[config.mk]
export PLATFORM = sky130hd
export DESIGN_NAME = nvm_ctrl
export DESIGN_NICKNAME = d
export VERILOG_FILES = /design/src/common/nvm_pkg.sv /design/src/common/nvm_eng_if.sv /design/src/design/nvm_commit.sv /design/src/design/nvm_ctrl.sv
export SDC_FILE = /design/constraint.sdc
export NUM_CORES = 1
export LEC_CHECK = 0
export BUFFER_PORTS_ARGS = -buffer_cell sky130_fd_sc_hd__buf_2
export CAP_MARGIN = 10
export CORE_AREA = 2 2 114 199
export CTS_BUF_LIST = sky130_fd_sc_hd__clkbuf_4 sky130_fd_sc_hd__clkbuf_8
export CTS_CLUSTER_SIZE = 10
export DETAILED_ROUTE_END_ITERATION = 8
export DIE_AREA = 0 0 116 201
export HOLD_SLACK_MARGIN = 0.05
export PLACE_DENSITY_LB_ADDON = 0.12
export SLEW_MARGIN = 10
export SYNTH_ARGS = -nofsm -noshare
export SYNTH_HDL_FRONTEND = slang
export SYNTH_SLANG_ARGS = --single-unit
[constraint.sdc]
create_clock -name mclk -period 4.46 [get_ports mclk]
set_input_delay 0 -clock mclk [delete_from_list [all_inputs] [get_ports mclk]]
set_output_delay 0 -clock mclk [all_outputs]
set_load 0.01 [all_outputs]
[src/common/nvm_pkg.sv]
`default_nettype none
package nvm_pkg;
    // register indices; byte address is four times the index
    localparam logic [9:0] IDX_FLAGS   = 10'h00d;
    localparam logic [9:0] IDX_MASK    = 10'h08d;
    localparam logic [9:0] IDX_DATA_LO = 10'h10c;
    localparam logic [9:0] IDX_ADDR_LO = 10'h10d;
    localparam logic [9:0] IDX_DATA_HI = 10'h10e;
    localparam logic [9:0] IDX_ADDR_HI = 10'h10f;
    localparam logic [9:0] IDX_CTL     = 10'h18c;
    localparam logic [9:0] IDX_KEY     = 10'h18d;

    // control and flags register fields, register reset value
    localparam int unsigned CTL_SPACE  = 7;
    localparam int unsigned CTL_ERR    = 3;
    localparam int unsigned CTL_PERMIT = 2;
    localparam int unsigned CTL_WR     = 1;
    localparam int unsigned CTL_RD     = 0;
    localparam int unsigned FLAG_DONE  = 4;
    localparam logic [7:0]  REG_RESET  = 8'h00;

    // unlock keys
    localparam logic [7:0] KEY_FIRST  = 8'h55;
    localparam logic [7:0] KEY_SECOND = 8'haa;

    // flash write-protect region limits (exclusive upper ends)
    localparam logic [12:0] LOCK_END_00 = 13'h1000;
    localparam logic [12:0] LOCK_END_01 = 13'h0800;
    localparam logic [12:0] LOCK_END_10 = 13'h0100;

    // timing
    localparam int unsigned CLK_KHZ       = 100000;
    localparam int unsigned PWRT_MS       = 72;
    localparam int unsigned COMMIT_MS     = 4;
    localparam int unsigned PWRT_CYCLES   = PWRT_MS * CLK_KHZ;
    localparam int unsigned COMMIT_CYCLES = COMMIT_MS * CLK_KHZ;
    localparam logic [1:0]  FETCH_SKIP    = 2'h2;

    // axi responses
    localparam logic [1:0] RESP_OKAY   = 2'h0;
    localparam logic [1:0] RESP_SLVERR = 2'h2;
endpackage : nvm_pkg
`default_nettype wire

[src/common/nvm_eng_if.sv]
`default_nettype none
interface nvm_eng_if;
    logic        start;
    logic        space;
    logic [12:0] addr;
    logic [13:0] wdata;
    logic        busy;
    logic        hold;
    logic        done;
    logic        mem_we;
    logic        mem_erase;
    logic        mem_space;
    logic [12:0] mem_addr;
    logic [13:0] mem_wdata;

    modport ctrl (output start, space, addr, wdata,
                  input busy, hold, done, mem_we, mem_erase, mem_space, mem_addr, mem_wdata);
    modport eng  (input start, space, addr, wdata,
                  output busy, hold, done, mem_we, mem_erase, mem_space, mem_addr, mem_wdata);
endinterface : nvm_eng_if
`default_nettype wire

[src/design/nvm_commit.sv]
`default_nettype none
module nvm_commit #(
    parameter int unsigned COMMIT_CYCLES = nvm_pkg::COMMIT_CYCLES
) (
    // clock and reset
    input wire logic mclk,
    input wire logic rst,
    // control side
    nvm_eng_if.eng   e
);
    localparam int unsigned CW = $clog2(COMMIT_CYCLES + 1);

    typedef enum logic [2:0] {
        ST_IDLE  = 3'b000,
        ST_WAIT  = 3'b001,
        ST_ERASE = 3'b011,
        ST_PROG  = 3'b010,
        ST_DONE  = 3'b110
    } commit_state_t;

    commit_state_t st_q;
    logic [CW-1:0] tmr_q;
    logic [1:0]    idx_q;
    logic          flash_q;
    logic [12:0]   base_q;
    logic [7:0]    ee_q;
    logic [13:0]   buf_q [4];

    // block buffer, slot picked by the low address bits
    always_ff @(posedge mclk) begin
        if (e.start && e.space) begin
            buf_q[e.addr[1:0]] <= e.wdata;
        end
        if (e.start && !e.space) begin
            ee_q <= e.wdata[7:0];
        end
    end

    // sequencer: wait out the write time, erase (flash block only), then program
    always_ff @(posedge mclk) begin
        if (rst) begin
            st_q    <= ST_IDLE;
            tmr_q   <= '0;
            idx_q   <= 2'h0;
            flash_q <= 1'b0;
            base_q  <= 13'h0000;
        end else begin
            unique case (st_q)
                ST_IDLE: begin
                    if (e.start) begin
                        flash_q <= e.space;
                        base_q  <= e.addr;
                        idx_q   <= 2'h0;
                        tmr_q   <= CW'(COMMIT_CYCLES - 1);
                        // early words only park in the buffer
                        if (e.space && e.addr[1:0] != 2'h3) begin
                            st_q <= ST_DONE;
                        end else begin
                            st_q <= ST_WAIT;
                        end
                    end
                end
                ST_WAIT: begin
                    if (tmr_q == '0) begin
                        st_q <= flash_q ? ST_ERASE : ST_PROG;
                    end else begin
                        tmr_q <= tmr_q - 1'b1;
                    end
                end
                ST_ERASE: st_q <= ST_PROG;
                ST_PROG: begin
                    idx_q <= idx_q + 2'h1;
                    if (!flash_q || idx_q == 2'h3) begin
                        st_q <= ST_DONE;
                    end
                end
                ST_DONE: st_q <= ST_IDLE;
                default: st_q <= ST_IDLE;
            endcase
        end
    end

    // status and memory strobes straight from the state
    assign e.busy      = st_q != ST_IDLE;
    assign e.hold      = flash_q && (st_q == ST_WAIT || st_q == ST_ERASE || st_q == ST_PROG);
    assign e.done      = st_q == ST_DONE;
    assign e.mem_erase = st_q == ST_ERASE;
    assign e.mem_we    = st_q == ST_PROG;
    assign e.mem_space = flash_q;
    assign e.mem_addr  = flash_q ? {base_q[12:2], idx_q} : base_q;
    assign e.mem_wdata = flash_q ? buf_q[idx_q] : {6'h00, ee_q};
endmodule : nvm_commit
`default_nettype wire

[src/design/nvm_ctrl.sv]
`default_nettype none
module nvm_ctrl #(
    parameter int unsigned PWRT_CYCLES   = nvm_pkg::PWRT_CYCLES,
    parameter int unsigned COMMIT_CYCLES = nvm_pkg::COMMIT_CYCLES
) (
    // clock and resets
    input  wire logic        mclk,
    input  wire logic        rst,
    input  wire logic        por,
    // axi4-lite write
    input  wire logic        awvalid,
    output logic             awready,
    input  wire logic [11:0] awaddr,
    input  wire logic [2:0]  awprot,
    input  wire logic        wvalid,
    output logic             wready,
    input  wire logic [31:0] wdata,
    input  wire logic [3:0]  wstrb,
    output logic             bvalid,
    input  wire logic        bready,
    output logic [1:0]       bresp,
    // axi4-lite read
    input  wire logic        arvalid,
    output logic             arready,
    input  wire logic [11:0] araddr,
    input  wire logic [2:0]  arprot,
    output logic             rvalid,
    input  wire logic        rready,
    output logic [31:0]      rdata,
    output logic [1:0]       rresp,
    // processor pipeline
    input  wire logic        instr_step,
    output logic             cpu_squash,
    output logic             cpu_halt,
    // configuration word
    input  wire logic        cfg_data_protect,
    input  wire logic        cfg_code_protect,
    input  wire logic [1:0]  protect_region_select,
    // external programmer pins
    input  wire logic        ext_req,
    input  wire logic        ext_we,
    input  wire logic        ext_space,
    output logic             ext_grant,
    output logic             ext_refuse,
    // memory arrays
    output logic             mem_rd,
    output logic             mem_wr,
    output logic             mem_erase,
    output logic             mem_space,
    output logic [12:0]      mem_addr,
    output logic [13:0]      mem_wdata,
    input  wire logic [13:0] mem_rdata
);
    localparam int unsigned PW = $clog2(PWRT_CYCLES + 1);

    typedef enum logic [1:0] {
        KEY_IDLE  = 2'b00,
        KEY_HALF  = 2'b01,
        KEY_ARMED = 2'b11
    } key_state_t;

    function automatic logic reg_mapped(input logic [9:0] idx);
        reg_mapped = idx == nvm_pkg::IDX_FLAGS || idx == nvm_pkg::IDX_MASK
            || idx == nvm_pkg::IDX_DATA_LO || idx == nvm_pkg::IDX_ADDR_LO
            || idx == nvm_pkg::IDX_DATA_HI || idx == nvm_pkg::IDX_ADDR_HI
            || idx == nvm_pkg::IDX_CTL || idx == nvm_pkg::IDX_KEY;
    endfunction : reg_mapped

    function automatic logic region_hit(input logic [1:0] sel, input logic [12:0] a);
        unique case (sel)
            2'b00: region_hit = a < nvm_pkg::LOCK_END_00;
            2'b01: region_hit = a < nvm_pkg::LOCK_END_01;
            2'b10: region_hit = a < nvm_pkg::LOCK_END_10;
            2'b11: region_hit = 1'b0;
        endcase
    endfunction : region_hit

    nvm_eng_if e ();

    key_state_t  key_q;
    logic        aw_have_q, w_have_q, w_lane_q;
    logic [9:0]  aw_idx_q;
    logic [7:0]  w_byte_q, flags_q, mask_q, data_lo_q, addr_lo_q, rd_word;
    logic [5:0]  data_hi_q;
    logic [4:0]  addr_hi_q;
    logic        space_q, err_q, permit_q, wr_q, rd_q, rd_cap_q;
    logic [1:0]  skip_q, skip_d;
    logic [PW-1:0] pwrt_q;
    logic [2:0]  ext_s1_q, ext_s2_q;
    logic        wr_fire, wr_en, ctl_wr, wr_req, wr_ok, rd_req, req_space, pwrt_done;
    logic        ext_ok;
    logic [12:0] req_addr;

    // write channel joins address and data in either order
    assign wr_fire   = aw_have_q && w_have_q && !bvalid;
    assign wr_en     = wr_fire && w_lane_q && reg_mapped(aw_idx_q);
    assign ctl_wr    = wr_en && aw_idx_q == nvm_pkg::IDX_CTL;
    assign req_space = w_byte_q[nvm_pkg::CTL_SPACE];
    assign req_addr  = req_space ? {addr_hi_q, addr_lo_q} : {5'h00, addr_lo_q};
    assign pwrt_done = pwrt_q == PW'(PWRT_CYCLES);
    assign wr_req    = ctl_wr && w_byte_q[nvm_pkg::CTL_WR] && !wr_q;
    // keys must be the two writes just before, permit set, target not locked
    assign wr_ok     = wr_req && key_q == KEY_ARMED && permit_q && !e.busy && !rd_q
        && (req_space ? !region_hit(protect_region_select, req_addr) : pwrt_done);
    assign rd_req    = ctl_wr && w_byte_q[nvm_pkg::CTL_RD] && !wr_req && !rd_q && !e.busy;

    assign e.start = wr_ok;
    assign e.space = req_space;
    assign e.addr  = req_addr;
    assign e.wdata = {data_hi_q, data_lo_q};

    nvm_commit #(
        .COMMIT_CYCLES (COMMIT_CYCLES)
    ) u_commit (
        .mclk (mclk),
        .rst  (rst),
        .e    (e)
    );

    // axi write side; ready drops while a request is parked
    always_ff @(posedge mclk) begin
        if (rst) begin
            awready   <= 1'b1;
            wready    <= 1'b1;
            bvalid    <= 1'b0;
            bresp     <= nvm_pkg::RESP_OKAY;
            aw_have_q <= 1'b0;
            w_have_q  <= 1'b0;
            aw_idx_q  <= 10'h000;
            w_byte_q  <= nvm_pkg::REG_RESET;
            w_lane_q  <= 1'b0;
        end else begin
            if (awvalid && awready) begin
                aw_have_q <= 1'b1;
                awready   <= 1'b0;
                aw_idx_q  <= awaddr[11:2];
            end
            if (wvalid && wready) begin
                w_have_q <= 1'b1;
                wready   <= 1'b0;
                w_byte_q <= wdata[7:0];
                w_lane_q <= wstrb[0];
            end
            if (wr_fire) begin
                aw_have_q <= 1'b0;
                w_have_q  <= 1'b0;
                bvalid    <= 1'b1;
                bresp     <= reg_mapped(aw_idx_q) ? nvm_pkg::RESP_OKAY : nvm_pkg::RESP_SLVERR;
            end
            if (bvalid && bready) begin
                bvalid  <= 1'b0;
                awready <= 1'b1;
                wready  <= 1'b1;
            end
        end
    end

    // read mux; the key port is write-only and reads zero
    always_comb begin
        rd_word = 8'h00;
        unique case (araddr[11:2])
            nvm_pkg::IDX_FLAGS:   rd_word = flags_q;
            nvm_pkg::IDX_MASK:    rd_word = mask_q;
            nvm_pkg::IDX_DATA_LO: rd_word = data_lo_q;
            nvm_pkg::IDX_ADDR_LO: rd_word = addr_lo_q;
            nvm_pkg::IDX_DATA_HI: rd_word = {2'h0, data_hi_q};
            nvm_pkg::IDX_ADDR_HI: rd_word = {3'h0, addr_hi_q};
            nvm_pkg::IDX_CTL:     rd_word = {space_q, 3'h0, err_q, permit_q, wr_q, rd_q};
            default:              rd_word = 8'h00;
        endcase
    end

    // axi read side, answer one cycle after the address
    always_ff @(posedge mclk) begin
        if (rst) begin
            arready <= 1'b1;
            rvalid  <= 1'b0;
            rdata   <= 32'h0000_0000;
            rresp   <= nvm_pkg::RESP_OKAY;
        end else if (arvalid && arready) begin
            arready <= 1'b0;
            rvalid  <= 1'b1;
            rdata   <= {24'h00_0000, rd_word};
            rresp   <= reg_mapped(araddr[11:2]) ? nvm_pkg::RESP_OKAY : nvm_pkg::RESP_SLVERR;
        end else if (rvalid && rready) begin
            rvalid  <= 1'b0;
            arready <= 1'b1;
        end
    end

    // unlock tracker; any other byte-lane-0 write to a mapped register between the keys and the start spoils it
    always_ff @(posedge mclk) begin
        if (rst) begin
            key_q <= KEY_IDLE;
        end else if (wr_en && aw_idx_q == nvm_pkg::IDX_KEY) begin
            if (w_byte_q == nvm_pkg::KEY_FIRST) begin
                key_q <= KEY_HALF;
            end else if (key_q == KEY_HALF && w_byte_q == nvm_pkg::KEY_SECOND) begin
                key_q <= KEY_ARMED;
            end else begin
                key_q <= KEY_IDLE;
            end
        end else if (wr_en) begin
            key_q <= KEY_IDLE;
        end
    end

    // control register; start bits are set-only and cleared by hardware
    always_ff @(posedge mclk) begin
        if (rst) begin
            err_q    <= por ? 1'b0 : (err_q || e.busy);
            permit_q <= 1'b0;
            space_q  <= 1'b0;
            wr_q     <= 1'b0;
            rd_q     <= 1'b0;
        end else begin
            if (ctl_wr) begin
                space_q  <= w_byte_q[nvm_pkg::CTL_SPACE];
                err_q    <= w_byte_q[nvm_pkg::CTL_ERR];
                permit_q <= w_byte_q[nvm_pkg::CTL_PERMIT];
            end
            if (wr_ok) begin
                wr_q <= 1'b1;
            end else if (e.done) begin
                wr_q <= 1'b0;
            end
            if (rd_req) begin
                rd_q <= 1'b1;
            end else if (rd_cap_q) begin
                rd_q <= 1'b0;
            end
        end
    end

    // address, data and interrupt-side registers; a capture wins over software
    always_ff @(posedge mclk) begin
        if (rst) begin
            flags_q   <= nvm_pkg::REG_RESET;
            mask_q    <= nvm_pkg::REG_RESET;
            data_lo_q <= nvm_pkg::REG_RESET;
            data_hi_q <= 6'h00;
            addr_lo_q <= nvm_pkg::REG_RESET;
            addr_hi_q <= 5'h00;
        end else begin
            if (wr_en && aw_idx_q == nvm_pkg::IDX_FLAGS) flags_q <= w_byte_q;
            if (wr_en && aw_idx_q == nvm_pkg::IDX_MASK) mask_q <= w_byte_q;
            if (wr_en && aw_idx_q == nvm_pkg::IDX_DATA_LO) data_lo_q <= w_byte_q;
            if (wr_en && aw_idx_q == nvm_pkg::IDX_DATA_HI) data_hi_q <= w_byte_q[5:0];
            if (wr_en && aw_idx_q == nvm_pkg::IDX_ADDR_LO) addr_lo_q <= w_byte_q;
            if (wr_en && aw_idx_q == nvm_pkg::IDX_ADDR_HI) addr_hi_q <= w_byte_q[4:0];
            if (e.done) flags_q[nvm_pkg::FLAG_DONE] <= 1'b1;
            if (rd_cap_q) begin
                data_lo_q <= mem_rdata[7:0];
                data_hi_q <= mem_rdata[13:8];
            end
        end
    end

    // power-up timer restarts with every reset
    always_ff @(posedge mclk) begin
        if (rst) begin
            pwrt_q <= '0;
        end else if (!pwrt_done) begin
            pwrt_q <= pwrt_q + 1'b1;
        end
    end

    // instruction squash count; halting waits until both are squashed
    always_comb begin
        skip_d = skip_q;
        if (wr_ok || (rd_req && req_space)) begin
            skip_d = nvm_pkg::FETCH_SKIP;
        end else if (skip_q != 2'h0 && instr_step) begin
            skip_d = skip_q - 2'h1;
        end
    end

    always_ff @(posedge mclk) begin
        if (rst) begin
            skip_q     <= 2'h0;
            cpu_squash <= 1'b0;
            cpu_halt   <= 1'b0;
        end else begin
            skip_q     <= skip_d;
            cpu_squash <= skip_d != 2'h0;
            // release lets the third instruction run
            cpu_halt   <= e.hold && skip_d == 2'h0;
        end
    end

    // programmer pins cross in through two flops
    always_ff @(posedge mclk) begin
        if (rst) begin
            ext_s1_q <= 3'h0;
            ext_s2_q <= 3'h0;
        end else begin
            ext_s1_q <= {ext_space, ext_we, ext_req};
            ext_s2_q <= ext_s1_q;
        end
    end

    assign ext_ok = ext_s2_q[2] ? (!cfg_code_protect && !(ext_s2_q[1] && cfg_data_protect))
                                : !cfg_data_protect;

    // memory strobes, one cycle behind their cause
    always_ff @(posedge mclk) begin
        if (rst) begin
            mem_rd     <= 1'b0;
            mem_wr     <= 1'b0;
            mem_erase  <= 1'b0;
            mem_space  <= 1'b0;
            mem_addr   <= 13'h0000;
            mem_wdata  <= 14'h0000;
            rd_cap_q   <= 1'b0;
            ext_grant  <= 1'b0;
            ext_refuse <= 1'b0;
        end else begin
            mem_rd     <= rd_req;
            mem_wr     <= e.mem_we;
            mem_erase  <= e.mem_erase;
            mem_space  <= rd_req ? req_space : e.mem_space;
            mem_addr   <= rd_req ? req_addr : e.mem_addr;
            mem_wdata  <= e.mem_wdata;
            rd_cap_q   <= mem_rd;
            ext_grant  <= ext_s2_q[0] && ext_ok;
            ext_refuse <= ext_s2_q[0] && !ext_ok;
        end
    end
endmodule : nvm_ctrl
`default_nettype wire

==> reports/qor.txt <==
Startpoint Class: flop
Vias in the first global route: 8,217
Gate power share: 4.9%
Root buf cell: clkbuf_8
P_sw: 1.055 mW
Clock power frac: 43.1%
Clk slew on worst S/H paths: 0.06 ns
Setup Skew: 0.02178 ns
Final wirelength: 26.68 mm
PortBufs: 108
Register Area: 5796 um^2
Post-synth EDFFs: 65
Switching Share: 22.50%
Worst hold path type: primary input to flop
Part of the power in registers: 52.0%
Final core utilization: 59.06%
CTS tree: done
Drt wl/cell: 17.37 um
Final HPWL DP: 17.93 mm
Num rows: 72
Post-Syn Area: 10,690 um^2
H-Tree Depth: 2
Synth warn: 0
Die ar.: 23,320 um^2
DRC Markers: 0
Worst relative slew slack: 26.49%
Worst EP required: 4.85 ns
Ant diodes: 0
Synth Instances: 1,045
Setup TNS: 0 ns
Lkg Pwr: 4.864 nW
Worst skew pair latency: 0.54 ns
Measured slew at the worst slew-check pin: 1.098 ns
FF+latch count, synth: 257
Setup CP Type: flop to flop
Die X: 116 um
DRT antenna net count: 0
Hold path depth: 5
Register area share after synthesis: 54.23%
Area Overhead vs Synth: 20.48%
Placed cell areas: 11,340 um^2
Maximum buffer depth of the clock tree: 3
RSZ-0062 raised after global routing: no
R2R cell count: 8
Initial core utilization: 49.02%
Tot GR Track Use: 23.08%
Filler cells: 1,966
Max-slew violations: 0
Yosys cell types: 73
Maximum clock rate: 333.5 MHz
Largest net degree at the start of global routing: 144
Core area: 21,800 um^2
Vias: 8,280
Tcrit/Tclk final: 67.22%
RePlAce Congestion: 0.9158
Die Ht: 201 um
Final Hold Vio Count: 0
Final net count: 1,313
Post-synth ARST share: 0%
Max-Cap Viols: 0
Num Clock Sinks: 257
Pwr dens: 364.4 nW/um^2
Status: finished clean
Avg Cell Area, Syn: 10.23 um^2
Ys flop type: dfxtp_1
Num CTS Buffers: 38
Detailed Route Iter0 Violations: 540
First-pass iteration count of the detailed router: 5
Tot Pwr: 4.691 mW
Finish-stage setup viols: 0
IO Count: 172
Crit Path Max Fanout: 15
P_int: 3.636 mW
Min Tclk post-route: 2.998 ns
Crit path DAT: 3.39 ns
First-pass GRT wire length: 42.17 mm
Area of the multi-input gates: 4504 um^2
Layout cell share with drive strength beyond 1: 18.39%
Final Instance Area: 12,870 um^2
Initial antenna violation count: 0
Crit. End Element: flop
Vias/cell: 5.391
VDD IR-drop max: 287.0 uV
Global route overflow: 0
==> critical path: stages (launching register included) <==
cell	delay, ns
dfxtp_1	0.34
inv_1	0.08
ha_1	0.18
or3b_2	0.52
or4_1	0.62
o21ai_2	0.49
o21ai_2	0.33
a21oi_1	0.22
a211oi_1	0.06
==> final cells by class <==
class	instances	share of cell area, %
sequential	257	45.01
inverter	17	0.4956
clock inverter	7	0.5151
tap	296	2.877
multi-input combinational	711	34.99
timing repair buffer	187	10.32
clock buffer	61	5.792
==> sequential cells by signal (all words and copies together), names as in the netlist, 2 cells and up, named ones only <==
| register | cells |
|---|---|
| u_commit.tmr_q | 19 |
| mask_q | 8 |
| mem_addr | 13 |
| data_hi_q | 6 |
| u_commit.base_q | 13 |
| addr_hi_q | 5 |
| skip_q | 2 |
| u_commit.buf_q | 56 |
| pwrt_q | 23 |
| u_commit.idx_q | 2 |
| u_commit.ee_q | 8 |
| flags_q | 8 |
| key_q | 2 |
| ext_s2_q | 3 |
| data_lo_q | 8 |
| w_byte_q | 8 |
| ext_s1_q | 3 |
| rdata | 8 |
| addr_lo_q | 8 |
| aw_idx_q | 10 |
| u_commit.st_q | 3 |
| mem_wdata | 14 |
==> cell usage in the layout (no fill, tap or decap), drive strengths merged, types with 6 or more instances in the layout <==
cell type    instances
a2111oi              6
a211oi               9
a21oi               90
a22o                 7
a22oi               10
a311oi               8
and3                 7
buf                115
clkbuf              61
conb                26
dfxtp              192
dlygate4sd3         72
edfxtp              65
inv                 18
mux2                 9
mux2i               54
mux4                14
nand2              116
nand2b              16
nand3               25
nand4               10
nor2               114
nor2b               15
nor3                29
nor3b               11
nor4                11
o21ai               19
or3                 10
xnor2                8
xor2                13
==> per-layer routing <==
metal | up-vias | part of all wire [%] | GRT usage (%)
met5 | - | 0 | 0
met4 | 0 | 4.4 | 10.63
met3 | 71 | 3.6 | 3.351
met2 | 212 | 54 | 42.71
met1 | 3961 | 38 | 25.24
li1 | 4036 | - | -
==> repair_timing <==
item,4_1_cts,5_1_grt
gates resized for setup,0,0
hold endpoints to repair,56,0
hold buffers,72,0
buffers inserted,0,0
==> Yosys cell counts, drive strengths merged, types with 16 or more instances <==
cell type	count	area share [%]
a21oi	90	4.2
buf	42	2.6
clkbuf	43	1.5
dfxtp	192	36
edfxtp	65	18
inv	17	0.60
mux2i	54	5.1
nand2	116	4.1
nand2b	16	0.94
nand3	25	1.2
nor2	114	4.0
nor3	29	1.5
o21ai	19	0.96
==> power groups by stage <==
stage / Combinational, mW / Sequential (mW) / Clock [mW]
after floorplan: 0.134 / 2.48 / 0
after global placement: 0.182 / 2.49 / 0
after detailed placement: 0.184 / 2.49 / 0
after CTS: 0.231 / 2.44 / 2.07
after global routing: 0.256 / 2.44 / 2.18
final: 0.232 / 2.44 / 2.02
==> kinds of logic (layout without fill, tap and decap cells) <==
kind of cell / count (synthesis) / in the layout / synth area share (%)
AND/OR/NAND/NOR: 399 / 399 / 18.84
flip-flops: 257 / 257 / 54.23
AO/OA/AOI/OAI: 183 / 183 / 10.95
buffers and inverters: 102 / 272 / 4.683
multiplexers: 77 / 77 / 8.957
XOR/XNOR: 21 / 21 / 1.721
adder cells (fa/ha/maj): 5 / 5 / 0.5854
other: 1 / 26 / 0.03509
==> per-stage QoR <==
| step | instances | hold WS, ns | setup slack [ns] |
|---|---|---|---|
| 2_1_floorplan | 1070 | 0.1004 | 1.206 |
| 6_report | 1536 | 0.1030 | 1.462 |
| 3_5_place_dp | 1396 | 0.2166 | 1.415 |
| 5_1_grt | 1536 | 0.1505 | 1.174 |
| 3_3_place_gp | 1396 | 0.2156 | 1.481 |
| 4_1_cts | 1536 | 0.08199 | 1.407 |
==> path summary, 6_finish.rpt <==
check,from,slack (ns),end
hold reg to reg,ext_s1_q[1]$_SDFF_PP0_,0.43,ext_s2_q[1]$_SDFF_PP0_
hold / removal,araddr[10],0.10,rresp[1]$_SDFFE_PP0P_
setup / recovery,u_commit.tmr_q[0]$_SDFFE_PP0P_,1.46,u_commit.tmr_q[9]$_SDFFE_PP0P_
setup reg to reg,u_commit.tmr_q[0]$_SDFFE_PP0P_,1.46,u_commit.tmr_q[9]$_SDFFE_PP0P_
(Power assumes the default switching activity.)
